`config.mk`:
```
export PLATFORM = sky130hd
export DESIGN_NAME = dscp_core
export DESIGN_NICKNAME = d
export VERILOG_FILES = /design/src/verilog/dscp_pkg.sv /design/src/verilog/dscp_down_counter.sv /design/src/verilog/dscp_core.sv
export SDC_FILE = /design/constraint.sdc
export NUM_CORES = 1
export LEC_CHECK = 0
export ABC_AREA = 1
export ABC_CLOCK_PERIOD_IN_PS = 20000
export BUFFER_PORTS_ARGS = -buffer_cell sky130_fd_sc_hd__buf_2
export CORE_UTILIZATION = 50
export DETAILED_ROUTE_END_ITERATION = 16
export GPL_TIMING_DRIVEN = 0
export PLACE_DENSITY = 0.68
export SYNTH_ARGS = -nofsm -noshare
export SYNTH_HDL_FRONTEND = slang
export SYNTH_SLANG_ARGS = --single-unit
export TNS_END_PERCENT = 1
```
`constraint.sdc`:
```
create_clock -name clk_sys -period 20 [get_ports clk_sys]
set_clock_uncertainty 0.1 [all_clocks]
set_input_delay 4 -clock clk_sys [delete_from_list [all_inputs] [get_ports clk_sys]]
set_output_delay 4 -clock clk_sys [all_outputs]
set_load 0.02 [all_outputs]
```
`src/verilog/dscp_pkg.sv`:
```
// Constants and carrier types for the lighting slave command processor.
// Assumes a 100 MHz system clock and a single synchronous reset.
package dscp_pkg;
  localparam int CLK_HZ = 100000000;
  localparam int TICK_MS = 1;
  localparam int TICK_CYC = CLK_HZ / 1000 * TICK_MS;
  localparam logic [16:0] TICK_LAST = 17'(TICK_CYC - 1);
  localparam int TEN_MS = 10;
  localparam logic [3:0] TEN_LAST = 4'(TEN_MS - 1);
  localparam int ANSWER_MS = 4;
  localparam int CONFIG_MS = 100;
  localparam int PROHIBIT_MS = 19;
  localparam int DAPC_MS = 200;
  localparam int IFAIL_MS = 500;
  localparam int ADDR_MIN = 15;
  localparam int ADDR_MS = ADDR_MIN * 60 * 1000;
  localparam int STATUS_FADE_BIT = 4;
  localparam int STATUS_LIMIT_BIT = 3;
  localparam logic [7:0] BCAST_MIN = 8'hfe;
  localparam logic [7:0] GROUP_MIN = 8'h80;
  localparam logic [7:0] GROUP_MAX = 8'h9f;
  localparam logic [7:0] CMD_CFG_FIRST = 8'h20;
  localparam logic [7:0] CMD_CFG_LAST = 8'h81;
  localparam logic [7:0] CMD_QUERY_FIRST = 8'h90;
  localparam logic [7:0] CMD_ENABLE_DAPC = 8'h09;
  localparam logic [7:0] SPECIAL_ADDR_FIRST = 8'ha1;
  localparam logic [7:0] SPECIAL_ADDR_LAST = 8'hb9;

  typedef enum logic [1:0] {DSCP_ADDR_BCAST, DSCP_ADDR_SHORT, DSCP_ADDR_GROUP,
                            DSCP_ADDR_SPECIAL} dscp_addr_kind_t;

  typedef struct packed {
    logic [7:0] addr;
    logic [7:0] cmd;
  } dscp_frame_t;

  typedef struct packed {
    logic [7:0] min_level;
    logic [7:0] max_level;
    logic [7:0] fade_count;
    logic [5:0] short_addr;
    logic [15:0] groups;
  } dscp_cfg_t;
endpackage

```
`src/verilog/dscp_down_counter.sv`:
```
// Loadable millisecond down-counter with a one-cycle expiry pulse.
// Assumes tick is a one-cycle enable from the millisecond divider.
`timescale 1ns/100ps
`default_nettype none
module dscp_down_counter #(
  parameter int W = 20
) (
  input wire logic clk_sys, // System clock
  input wire logic rst, // Synchronous reset
  input wire logic tick, // Millisecond enable
  input wire logic load, // Load count
  input wire logic stop, // Abandon count
  input wire logic [W-1:0] value, // Count to load
  output logic running, // Counter nonzero
  output logic expired // Pulse on reaching zero
);
  typedef struct packed {
    logic [W-1:0] count;
    logic expired;
  } dscp_cnt_state_t;
  dscp_cnt_state_t state;
  dscp_cnt_state_t next_state;

  always_comb begin
    next_state = state;
    next_state.expired = 1'b0;
    if (load) begin
      next_state.count = value;
    end else if (stop) begin
      next_state.count = '0;
    end else if (tick && state.count != '0) begin
      next_state.count = state.count - W'(1);
      next_state.expired = (state.count == W'(1));
    end
  end

  always_ff @(posedge clk_sys) begin
    if (rst) begin
      state <= '0;
    end else begin
      state <= next_state;
    end
  end

  assign running = (state.count != '0);
  assign expired = state.expired;
endmodule
`default_nettype wire

```
`src/verilog/dscp_core.sv`:
```
// Command processor core of a lighting bus slave.
// Assumes receiver flags are one-cycle pulses synchronous to clk_sys, and
// that the store answers each save request with one done or fail pulse.
`timescale 1ns/100ps
`default_nettype none
module dscp_core #(
  parameter int ADDR_WINDOW_MS = dscp_pkg::ADDR_MS, // Addressing window
  parameter int TICK_CYCLES = dscp_pkg::TICK_CYC // Clock cycles per 1 ms tick
) (
  input wire logic clk_sys, // System clock
  input wire logic rst, // Synchronous reset
  input wire logic rx_complete_flag, // Frame received
  input wire logic rx_error_flag, // Frame received with error
  input wire dscp_pkg::dscp_frame_t rx_frame, // Received address and command
  input wire dscp_pkg::dscp_cfg_t cfg, // Configured levels and addresses
  input wire logic bus_level, // Bus line level, low is idle fault
  input wire logic random_busy, // Random address assignment active
  input wire logic addressing_start, // Initialise command seen
  input wire logic nvm_done, // Save completed
  input wire logic nvm_fail, // Save failed
  input wire logic cfg_changed, // Configuration data changed
  input wire logic tx_done, // Backward frame sent
  output logic [7:0] actual_level, // Current light level
  output logic [7:0] target_level, // Fade destination
  output logic [7:0] status_info, // Status information byte
  output logic rx_enable, // Reception allowed
  output logic answer_send, // Pulse: send backward frame now
  output logic light_cmd_valid, // Pulse: arc power command
  output logic config_cmd_valid, // Pulse: confirmed configuration
  output logic query_cmd_valid, // Pulse: query command
  output logic special_cmd_valid, // Pulse: special command
  output logic [7:0] cmd_out, // Command byte for handlers
  output logic addressing_open, // Addressing window open
  output logic nvm_save, // Pulse: request save
  output logic system_failure // System failure state
);
  typedef struct packed {
    logic [16:0] div;
    logic [3:0] ten;
    logic [7:0] actual;
    logic [7:0] target;
    logic [7:0] fade_left;
    logic fading;
    logic limit_err;
    logic save_pending;
    logic saving;
    logic failure;
    logic rx_enable;
    logic answer_pend;
    logic answer_send;
    logic light_v;
    logic config_v;
    logic query_v;
    logic special_v;
    logic [7:0] cmd;
    logic [7:0] last_cfg;
    logic nvm_save;
  } dscp_state_t;
  dscp_state_t state;
  dscp_state_t next_state;

  logic tick;
  logic ten_tick;
  logic good_frame;
  logic addressed;
  logic needs_answer;
  logic is_dapc;
  logic is_cfg;
  logic cfg_repeat;
  logic [7:0] clamped;
  dscp_pkg::dscp_addr_kind_t kind;
  logic ans_run, ans_exp, cfg_run, pro_run, pro_exp, dapc_run, if_exp, adr_run;
  logic load_dapc;
  logic if_run_q;

  // Shorter tick only for fast simulation; hardware keeps the default
  assign tick = (state.div == 17'(TICK_CYCLES - 1));
  assign ten_tick = tick && (state.ten == dscp_pkg::TEN_LAST);

  // Frames arriving while reception is refused are dropped here
  assign good_frame = rx_complete_flag && !rx_error_flag && state.rx_enable;

  always_comb begin
    if (rx_frame.addr >= dscp_pkg::BCAST_MIN) begin
      kind = dscp_pkg::DSCP_ADDR_BCAST;
    end else if (rx_frame.addr < dscp_pkg::GROUP_MIN) begin
      kind = dscp_pkg::DSCP_ADDR_SHORT;
    end else if (rx_frame.addr <= dscp_pkg::GROUP_MAX) begin
      kind = dscp_pkg::DSCP_ADDR_GROUP;
    end else begin
      kind = dscp_pkg::DSCP_ADDR_SPECIAL;
    end
  end

  always_comb begin
    unique case (kind)
      dscp_pkg::DSCP_ADDR_BCAST: addressed = 1'b1;
      dscp_pkg::DSCP_ADDR_SHORT: addressed = (rx_frame.addr[6:1] == cfg.short_addr);
      dscp_pkg::DSCP_ADDR_GROUP: addressed = cfg.groups[rx_frame.addr[4:1]];
      dscp_pkg::DSCP_ADDR_SPECIAL: addressed = 1'b0;
    endcase
  end

  // Selector bit clear means direct arc power, low byte is the level
  assign is_dapc = !rx_frame.addr[0];
  assign is_cfg = rx_frame.addr[0] && rx_frame.cmd >= dscp_pkg::CMD_CFG_FIRST
                  && rx_frame.cmd <= dscp_pkg::CMD_CFG_LAST;
  assign needs_answer = good_frame && addressed && rx_frame.addr[0]
                        && rx_frame.cmd >= dscp_pkg::CMD_QUERY_FIRST;
  assign cfg_repeat = cfg_run && (rx_frame.cmd == state.last_cfg);

  always_comb begin
    if (rx_frame.cmd < cfg.min_level) begin
      clamped = cfg.min_level;
    end else if (rx_frame.cmd > cfg.max_level) begin
      clamped = cfg.max_level;
    end else begin
      clamped = rx_frame.cmd;
    end
  end

  assign load_dapc = good_frame && addressed && (is_dapc
                     || (rx_frame.addr[0] && rx_frame.cmd == dscp_pkg::CMD_ENABLE_DAPC));

  dscp_down_counter #(.W(20)) u_answer (
    .clk_sys(clk_sys), .rst(rst), .tick(tick),
    .load(needs_answer), .stop(1'b0),
    .value(20'(dscp_pkg::ANSWER_MS)), .running(ans_run), .expired(ans_exp));
  dscp_down_counter #(.W(20)) u_config (
    .clk_sys(clk_sys), .rst(rst), .tick(tick),
    .load(good_frame && addressed && is_cfg && !cfg_repeat),
    .stop(good_frame && addressed && is_cfg && cfg_repeat),
    .value(20'(dscp_pkg::CONFIG_MS)), .running(cfg_run), .expired());
  dscp_down_counter #(.W(20)) u_prohibit (
    .clk_sys(clk_sys), .rst(rst), .tick(tick),
    .load(needs_answer), .stop(1'b0),
    .value(20'(dscp_pkg::PROHIBIT_MS)), .running(pro_run), .expired(pro_exp));
  dscp_down_counter #(.W(20)) u_dapc (
    .clk_sys(clk_sys), .rst(rst), .tick(tick),
    .load(load_dapc), .stop(nvm_fail),
    .value(20'(dscp_pkg::DAPC_MS)), .running(dapc_run), .expired());
  dscp_down_counter #(.W(20)) u_iface (
    .clk_sys(clk_sys), .rst(rst), .tick(tick),
    .load(bus_level || (!bus_level && !if_run_q)), .stop(1'b0),
    .value(20'(dscp_pkg::IFAIL_MS)), .running(), .expired(if_exp));
  dscp_down_counter #(.W(20)) u_addr (
    .clk_sys(clk_sys), .rst(rst), .tick(tick),
    .load(addressing_start), .stop(1'b0),
    .value(20'(ADDR_WINDOW_MS)), .running(adr_run), .expired());

  // Low-level watch arms once per low period; high reloads it every cycle
  always_ff @(posedge clk_sys) begin
    if (rst) begin
      if_run_q <= 1'b0;
    end else begin
      if_run_q <= !bus_level;
    end
  end

  always_comb begin
    next_state = state;
    next_state.answer_send = 1'b0;
    next_state.light_v = 1'b0;
    next_state.config_v = 1'b0;
    next_state.query_v = 1'b0;
    next_state.special_v = 1'b0;
    next_state.nvm_save = 1'b0;
    // Completion first, so any change in the same cycle keeps the flag set
    if (nvm_done) begin
      next_state.saving = 1'b0;
      next_state.save_pending = 1'b0;
    end
    if (tx_done) begin
      next_state.answer_pend = 1'b0;
    end
    next_state.div = tick ? '0 : state.div + 17'h00001;
    if (tick) begin
      next_state.ten = (state.ten == dscp_pkg::TEN_LAST) ? '0 : state.ten + 4'h1;
    end
    if (good_frame) begin
      next_state.cmd = rx_frame.cmd;
      if (kind == dscp_pkg::DSCP_ADDR_SPECIAL) begin
        next_state.special_v = 1'b1;
      end else if (addressed) begin
        if (is_dapc) begin
          next_state.target = clamped;
          next_state.limit_err = (rx_frame.cmd != clamped);
          if (state.actual == 8'h00) begin
            next_state.actual = clamped;
            next_state.save_pending = 1'b1;
          end else if (cfg.fade_count == 8'h00) begin
            next_state.actual = clamped;
            next_state.save_pending = 1'b1;
          end else begin
            next_state.fade_left = cfg.fade_count;
          end
        end else if (is_cfg) begin
          next_state.last_cfg = rx_frame.cmd;
          next_state.config_v = cfg_repeat;
        end else if (rx_frame.cmd >= dscp_pkg::CMD_QUERY_FIRST) begin
          next_state.query_v = 1'b1;
        end else begin
          next_state.light_v = 1'b1;
        end
      end
    end
    if (needs_answer) begin
      next_state.answer_pend = 1'b1;
      next_state.rx_enable = 1'b0;
    end
    if (ans_exp && state.answer_pend) begin
      next_state.answer_send = 1'b1;
    end
    if (pro_exp) begin
      next_state.rx_enable = 1'b1;
    end
    // Fade divides the remaining distance by the remaining 10 ms slots
    if (ten_tick && state.actual != state.target && !(good_frame && is_dapc)) begin
      if (state.fade_left <= 8'h01) begin
        next_state.actual = state.target;
      end else if (state.actual < state.target) begin
        next_state.actual = state.actual + 8'((state.target - state.actual) / state.fade_left);
      end else begin
        next_state.actual = state.actual - 8'((state.actual - state.target) / state.fade_left);
      end
      if (state.fade_left != 8'h00) begin
        next_state.fade_left = state.fade_left - 8'h01;
      end
      next_state.save_pending = 1'b1;
    end
    next_state.fading = (next_state.actual != next_state.target);
    if (cfg_changed) begin
      next_state.save_pending = 1'b1;
    end
    // A query taken this cycle also blocks the save
    if (state.save_pending && !state.saving && !state.answer_pend && !ans_run
        && !needs_answer && !random_busy) begin
      next_state.nvm_save = 1'b1;
      next_state.saving = 1'b1;
    end
    if (nvm_fail || if_exp) begin
      next_state.saving = nvm_fail ? 1'b0 : state.saving;
      next_state.failure = 1'b1;
    end
  end

  always_ff @(posedge clk_sys) begin
    if (rst) begin
      state <= '0;
      state.rx_enable <= 1'b1;
    end else begin
      state <= next_state;
    end
  end

  logic [7:0] status_q;
  logic adr_q;
  always_ff @(posedge clk_sys) begin
    if (rst) begin
      status_q <= '0;
      adr_q <= 1'b0;
    end else begin
      status_q <= '0;
      status_q[dscp_pkg::STATUS_FADE_BIT] <= next_state.fading;
      status_q[dscp_pkg::STATUS_LIMIT_BIT] <= next_state.limit_err;
      adr_q <= adr_run;
    end
  end

  assign actual_level = state.actual;
  assign target_level = state.target;
  assign status_info = status_q;
  assign rx_enable = state.rx_enable;
  assign answer_send = state.answer_send;
  assign light_cmd_valid = state.light_v;
  assign config_cmd_valid = state.config_v;
  assign query_cmd_valid = state.query_v;
  assign special_cmd_valid = state.special_v;
  assign cmd_out = state.cmd;
  assign addressing_open = adr_q;
  assign nvm_save = state.nvm_save;
  assign system_failure = state.failure;
  logic unused_ok;
  assign unused_ok = dapc_run ^ pro_run;
endmodule
`default_nettype wire

```
==> parameters.txt <==
Parameter                              Value

Yosys
  Async S/R FF share, synth ... 0
  Post-synthesis compound-gate area fraction ... 0.1306
  Ys flop type ... sky130_fd_sc_hd__dfxtp_1
  Share of cell area taken by muxes after synthesis ... 0.0006994
  Fraction of the mapped netlist area in simple logic gates ... 0.3346
  Number of enable-type register cells in the synthesized netlist ... 0
  Netlist area before placement ... 14310 sq um
  Average footprint of a synthesized cell ... 6.529 sq um
  Gate count of the mapped netlist ... 2192
  Number of unique standard cell types used by synthesis ... 60
  Post-synthesis sequential area ratio ... 0.2504
  Dominant combinational cell family by area after synthesis ... simple AND/OR/NAND/NOR gates
  Share of synthesized cell area in full adder, half adder and majority cells ... 0.1135
  Number of flip-flops and latches in the synthesized netlist ... 179
  Yosys warning count ... 0
  Xor and xnor area share after synthesis ... 0.05691

CTS
  H-tree depth ... 4
  Post-CTS setup repair buffer count ... 0
  Clock buffer count from CTS ... 17
  Clock Sinks ... 179
  Clk Latency, worst-skew pair ... 0.44 ns
  Cts repair resizes ... 0
  Clock tree from TritonCTS ... done
  Maximum root-to-sink buffer count ... 2
  Number of hold-repair buffers added at the cts stage ... 0
  Clock transition at the registers of the reported paths ... 0.07 ns
  Clock root buffer master ... sky130_fd_sc_hd__clkbuf_16

Setup path
  Setup crit end ... status_info[4]
  Maximum fanout count along the critical path ... 10
  Endpoint of the worst-slack reg-to-reg timing path ... status_info[4]
  Endpoint arrival time on the critical path ... 14.78 ns
  Largest incremental delay on the critical path ... 0.47 ns
  R2r setup slk ... 5.41 ns
  Type of the worst setup path ... register to register
  Start point of the critical path ... actual_level[4]
  Reg2Reg Depth ... 83
  Worst r2r src ... actual_level[4]
  Worst EP required ... 20.19 ns
  Setup crit end kind ... register
  Master of the slowest instance on the critical path ... sky130_fd_sc_hd__dfxtp_1
  Launching element type of the critical path ... register
  Most used cell along the critical path ... sky130_fd_sc_hd__nand2_1

Finish
  Filler cell count in the final layout ... 2837
  Number of nets at the end of the flow ... 2522
  Area of combinational cells with multiple inputs ... 9129 sq um
  Area of all placed cells without fillers ... 15950 sq um
  Register cell area after layout ... 3583 sq um
  Area added between synthesis and finish ... 11.43%
  Antenna cells ... 0
  Fraction of final layout cells with drive strength greater than 1 ... 0.1153

Drt
  Final antenna-violating net count ... 0
  Post-detailed-route DRC marker count ... 0
  Drt pass-1 iters ... 5
  Via density per instance ... 5.227
  Routed vias ... 14170
  Avg WL per Cell ... 13.89 um
  Violation count after the first detailed-routing iteration ... 780
  Routed WL ... 37.66 mm

Power and ir drop
  Total power density per cell area ... 187.1 nW/um^2
  P_leak ... 7.811 nW
  Tot Pwr ... 2.984 mW
  Max VDD drop ... 0.0003364 V

Timing
  Ratio of final minimum period to clock period ... 0.7297
  Number of max-slew violations in the final report ... 0
  Setup Viol. Count Final ... 0
  Setup repair after global routing missed its margin ... no
  Tmin final ... 14.59 ns
  Total negative slack for setup checks ... 0 ns
  Relative max-transition margin ... 0.4497
  Highest attainable clock frequency ... 68.52 MHz
  Number of hold violations in the final report ... 0
  Transition time at the pin with the least slew margin ... 0.8168 ns

Die
  Die width ... 171.2 um
  Die Area ... 29310 sq um
  Std-Cell Rows ... 61
  Core outline area ... 27930 sq um
  Ports placed on the boundary ... 114
  Die Height ... 171.2 um
  Initial Util ... 0.5124

GRT
  Total track usage ... 0.2626
  First-pass GRT wire length ... 61.85 mm
  Vias in the first global route ... 13240
  Initial antenna violation count ... 0
  Pin count of the biggest net entering global routing ... 20
  Sum of overflow across all layers after global routing ... 0

Job
  MaxCap Viol Count ... 0

Hold path
  Worst min-delay path class ... register to register

Placement
  Post-place instance area ... 15330 sq um
  Detailed placement HPWL ... 30.10 mm
  Port Buffers ... 105
  Routability cong. ... 0.9039

Outcome
  Run status ... completed
[per-stage QoR]
stage               setup WS, ns  instances    util  hold slack (ns)
floorplan                  8.187       2197       -           0.2902
global placement           5.917       2680  0.5488           0.3358
detailed placement         5.613       2680  0.5488           0.3446
CTS                        5.548       2711  0.5709           0.3480
global route               4.163       2711  0.5709           0.3872
finish                     5.406       2711  0.5709           0.3374
[cell type report]
type / instances / share of cell area
Buffer: 61 / 0.02503
Inverter: 324 / 0.07649
Clock inverter: 10 / 0.009336
Timing Repair Buffer: 105 / 0.03295
Multi-Input combinational cell: 1633 / 0.5724
Sequential cell: 179 / 0.2247
Tap cell: 378 / 0.02965
Clock buffer: 21 / 0.02950
[report_power, final]
group | internal [mW] | leakage (nW) | switching [mW]
registers | 0.362 | 1.45 | 0.00363
clock network | 0.207 | 0.296 | 0.146
logic | 0.863 | 6.06 | 1.40
[worst min-delay path by stage]
stage                            start     endpoint  slack (ns)  cells after the start
floorplan           u_prohibit.expired    rx_enable        0.29                      1
global placement             state[57]    state[57]        0.34                      1
detailed placement           state[57]    state[57]        0.34                      1
CTS                   u_answer.expired  answer_send        0.35                      2
global route                  state[2]     state[2]        0.39                      2
finish                u_answer.expired  answer_send        0.34                      2
[cells in the final DEF (no fill, tap or decap), types with 32 or more instances in the layout]
cell type / count
sky130_fd_sc_hd__a21oi_1: 137
sky130_fd_sc_hd__buf_2: 109
sky130_fd_sc_hd__buf_4: 36
sky130_fd_sc_hd__dfxtp_1: 179
sky130_fd_sc_hd__ha_1: 125
sky130_fd_sc_hd__inv_1: 304
sky130_fd_sc_hd__nand2_1: 455
sky130_fd_sc_hd__nand3_1: 142
sky130_fd_sc_hd__nand4_1: 38
sky130_fd_sc_hd__nor2_1: 258
sky130_fd_sc_hd__nor3_1: 55
sky130_fd_sc_hd__o21ai_0: 110
sky130_fd_sc_hd__xnor2_1: 32
sky130_fd_sc_hd__xor2_1: 61
[cells in the mapped netlist (7+ instances only)]
cell | instances | area [sq um]
sky130_fd_sc_hd__xor2_1 | 61 | 534.3
sky130_fd_sc_hd__o211ai_1 | 11 | 82.58
sky130_fd_sc_hd__or2_2 | 27 | 168.9
sky130_fd_sc_hd__o21ai_0 | 110 | 550.5
sky130_fd_sc_hd__o21bai_1 | 8 | 60.06
sky130_fd_sc_hd__xnor2_1 | 32 | 280.3
sky130_fd_sc_hd__nor2_1 | 258 | 968.4
sky130_fd_sc_hd__dfxtp_1 | 179 | 3583
sky130_fd_sc_hd__nand3b_1 | 10 | 75.07
sky130_fd_sc_hd__inv_1 | 304 | 1141
sky130_fd_sc_hd__nor3_2 | 8 | 80.08
sky130_fd_sc_hd__nor2_4 | 7 | 78.83
sky130_fd_sc_hd__nand3_1 | 142 | 710.7
sky130_fd_sc_hd__clkbuf_1 | 16 | 60.06
sky130_fd_sc_hd__buf_4 | 36 | 270.3
sky130_fd_sc_hd__a21oi_1 | 137 | 685.7
sky130_fd_sc_hd__nand2_2 | 10 | 62.56
sky130_fd_sc_hd__inv_2 | 14 | 52.55
sky130_fd_sc_hd__o21a_1 | 12 | 90.09
sky130_fd_sc_hd__a31oi_1 | 16 | 100.1
sky130_fd_sc_hd__nor2_2 | 8 | 50.05
sky130_fd_sc_hd__o21ai_1 | 16 | 80.08
sky130_fd_sc_hd__ha_1 | 125 | 1564
sky130_fd_sc_hd__nand2_1 | 455 | 1708
sky130_fd_sc_hd__nor3_1 | 55 | 275.3
sky130_fd_sc_hd__nand4_1 | 38 | 237.7
sky130_fd_sc_hd__nor4_1 | 18 | 112.6
[flip-flops by register name, summed over array words and instances, names as in the netlist, 2 cells and up]
name / flops
actual_level: 8
u_iface.state: 20
u_prohibit.state: 20
cmd_out: 8
u_addr.state: 20
status_info: 2
u_answer.state: 20
state: 40
u_config.state: 20
target_level: 8
[worst max-delay path: cells and delay by family (launching register included)]
| kind | cells | cell delay, ns |
|---|---|---|
| xor+xnor | 1 | 0.22 |
| flops | 1 | 0.47 |
| buf+inv | 9 | 1.29 |
| compound gates | 34 | 6.21 |
| fa+ha+maj | 11 | 3.36 |
| simple gates | 28 | 2.78 |
[layer usage]
metal / part of all wire / global-route usage / vias to the layer above / wire [um]
li1: - / - / 7374 / -
met2: 0.50 / 0.4850 / 272 / 18850
met1: 0.44 / 0.3123 / 6462 / 16650
met4: 0.024 / 0.09239 / 0 / 887
met3: 0.034 / 0.02876 / 62 / 1270
met5: 0 / 0 / - / 0
[cell families after synthesis]
logic type | Yosys count
buffers and inverters | 385
xor gates and xnor gates | 93
muxes | 1
other | 1
AOI/OAI and AO/OA | 337
DFF | 179
and+or+nand+nor | 1068
adders and majority gates | 128
No activity file was read; power rests on OpenSTA's default activity.
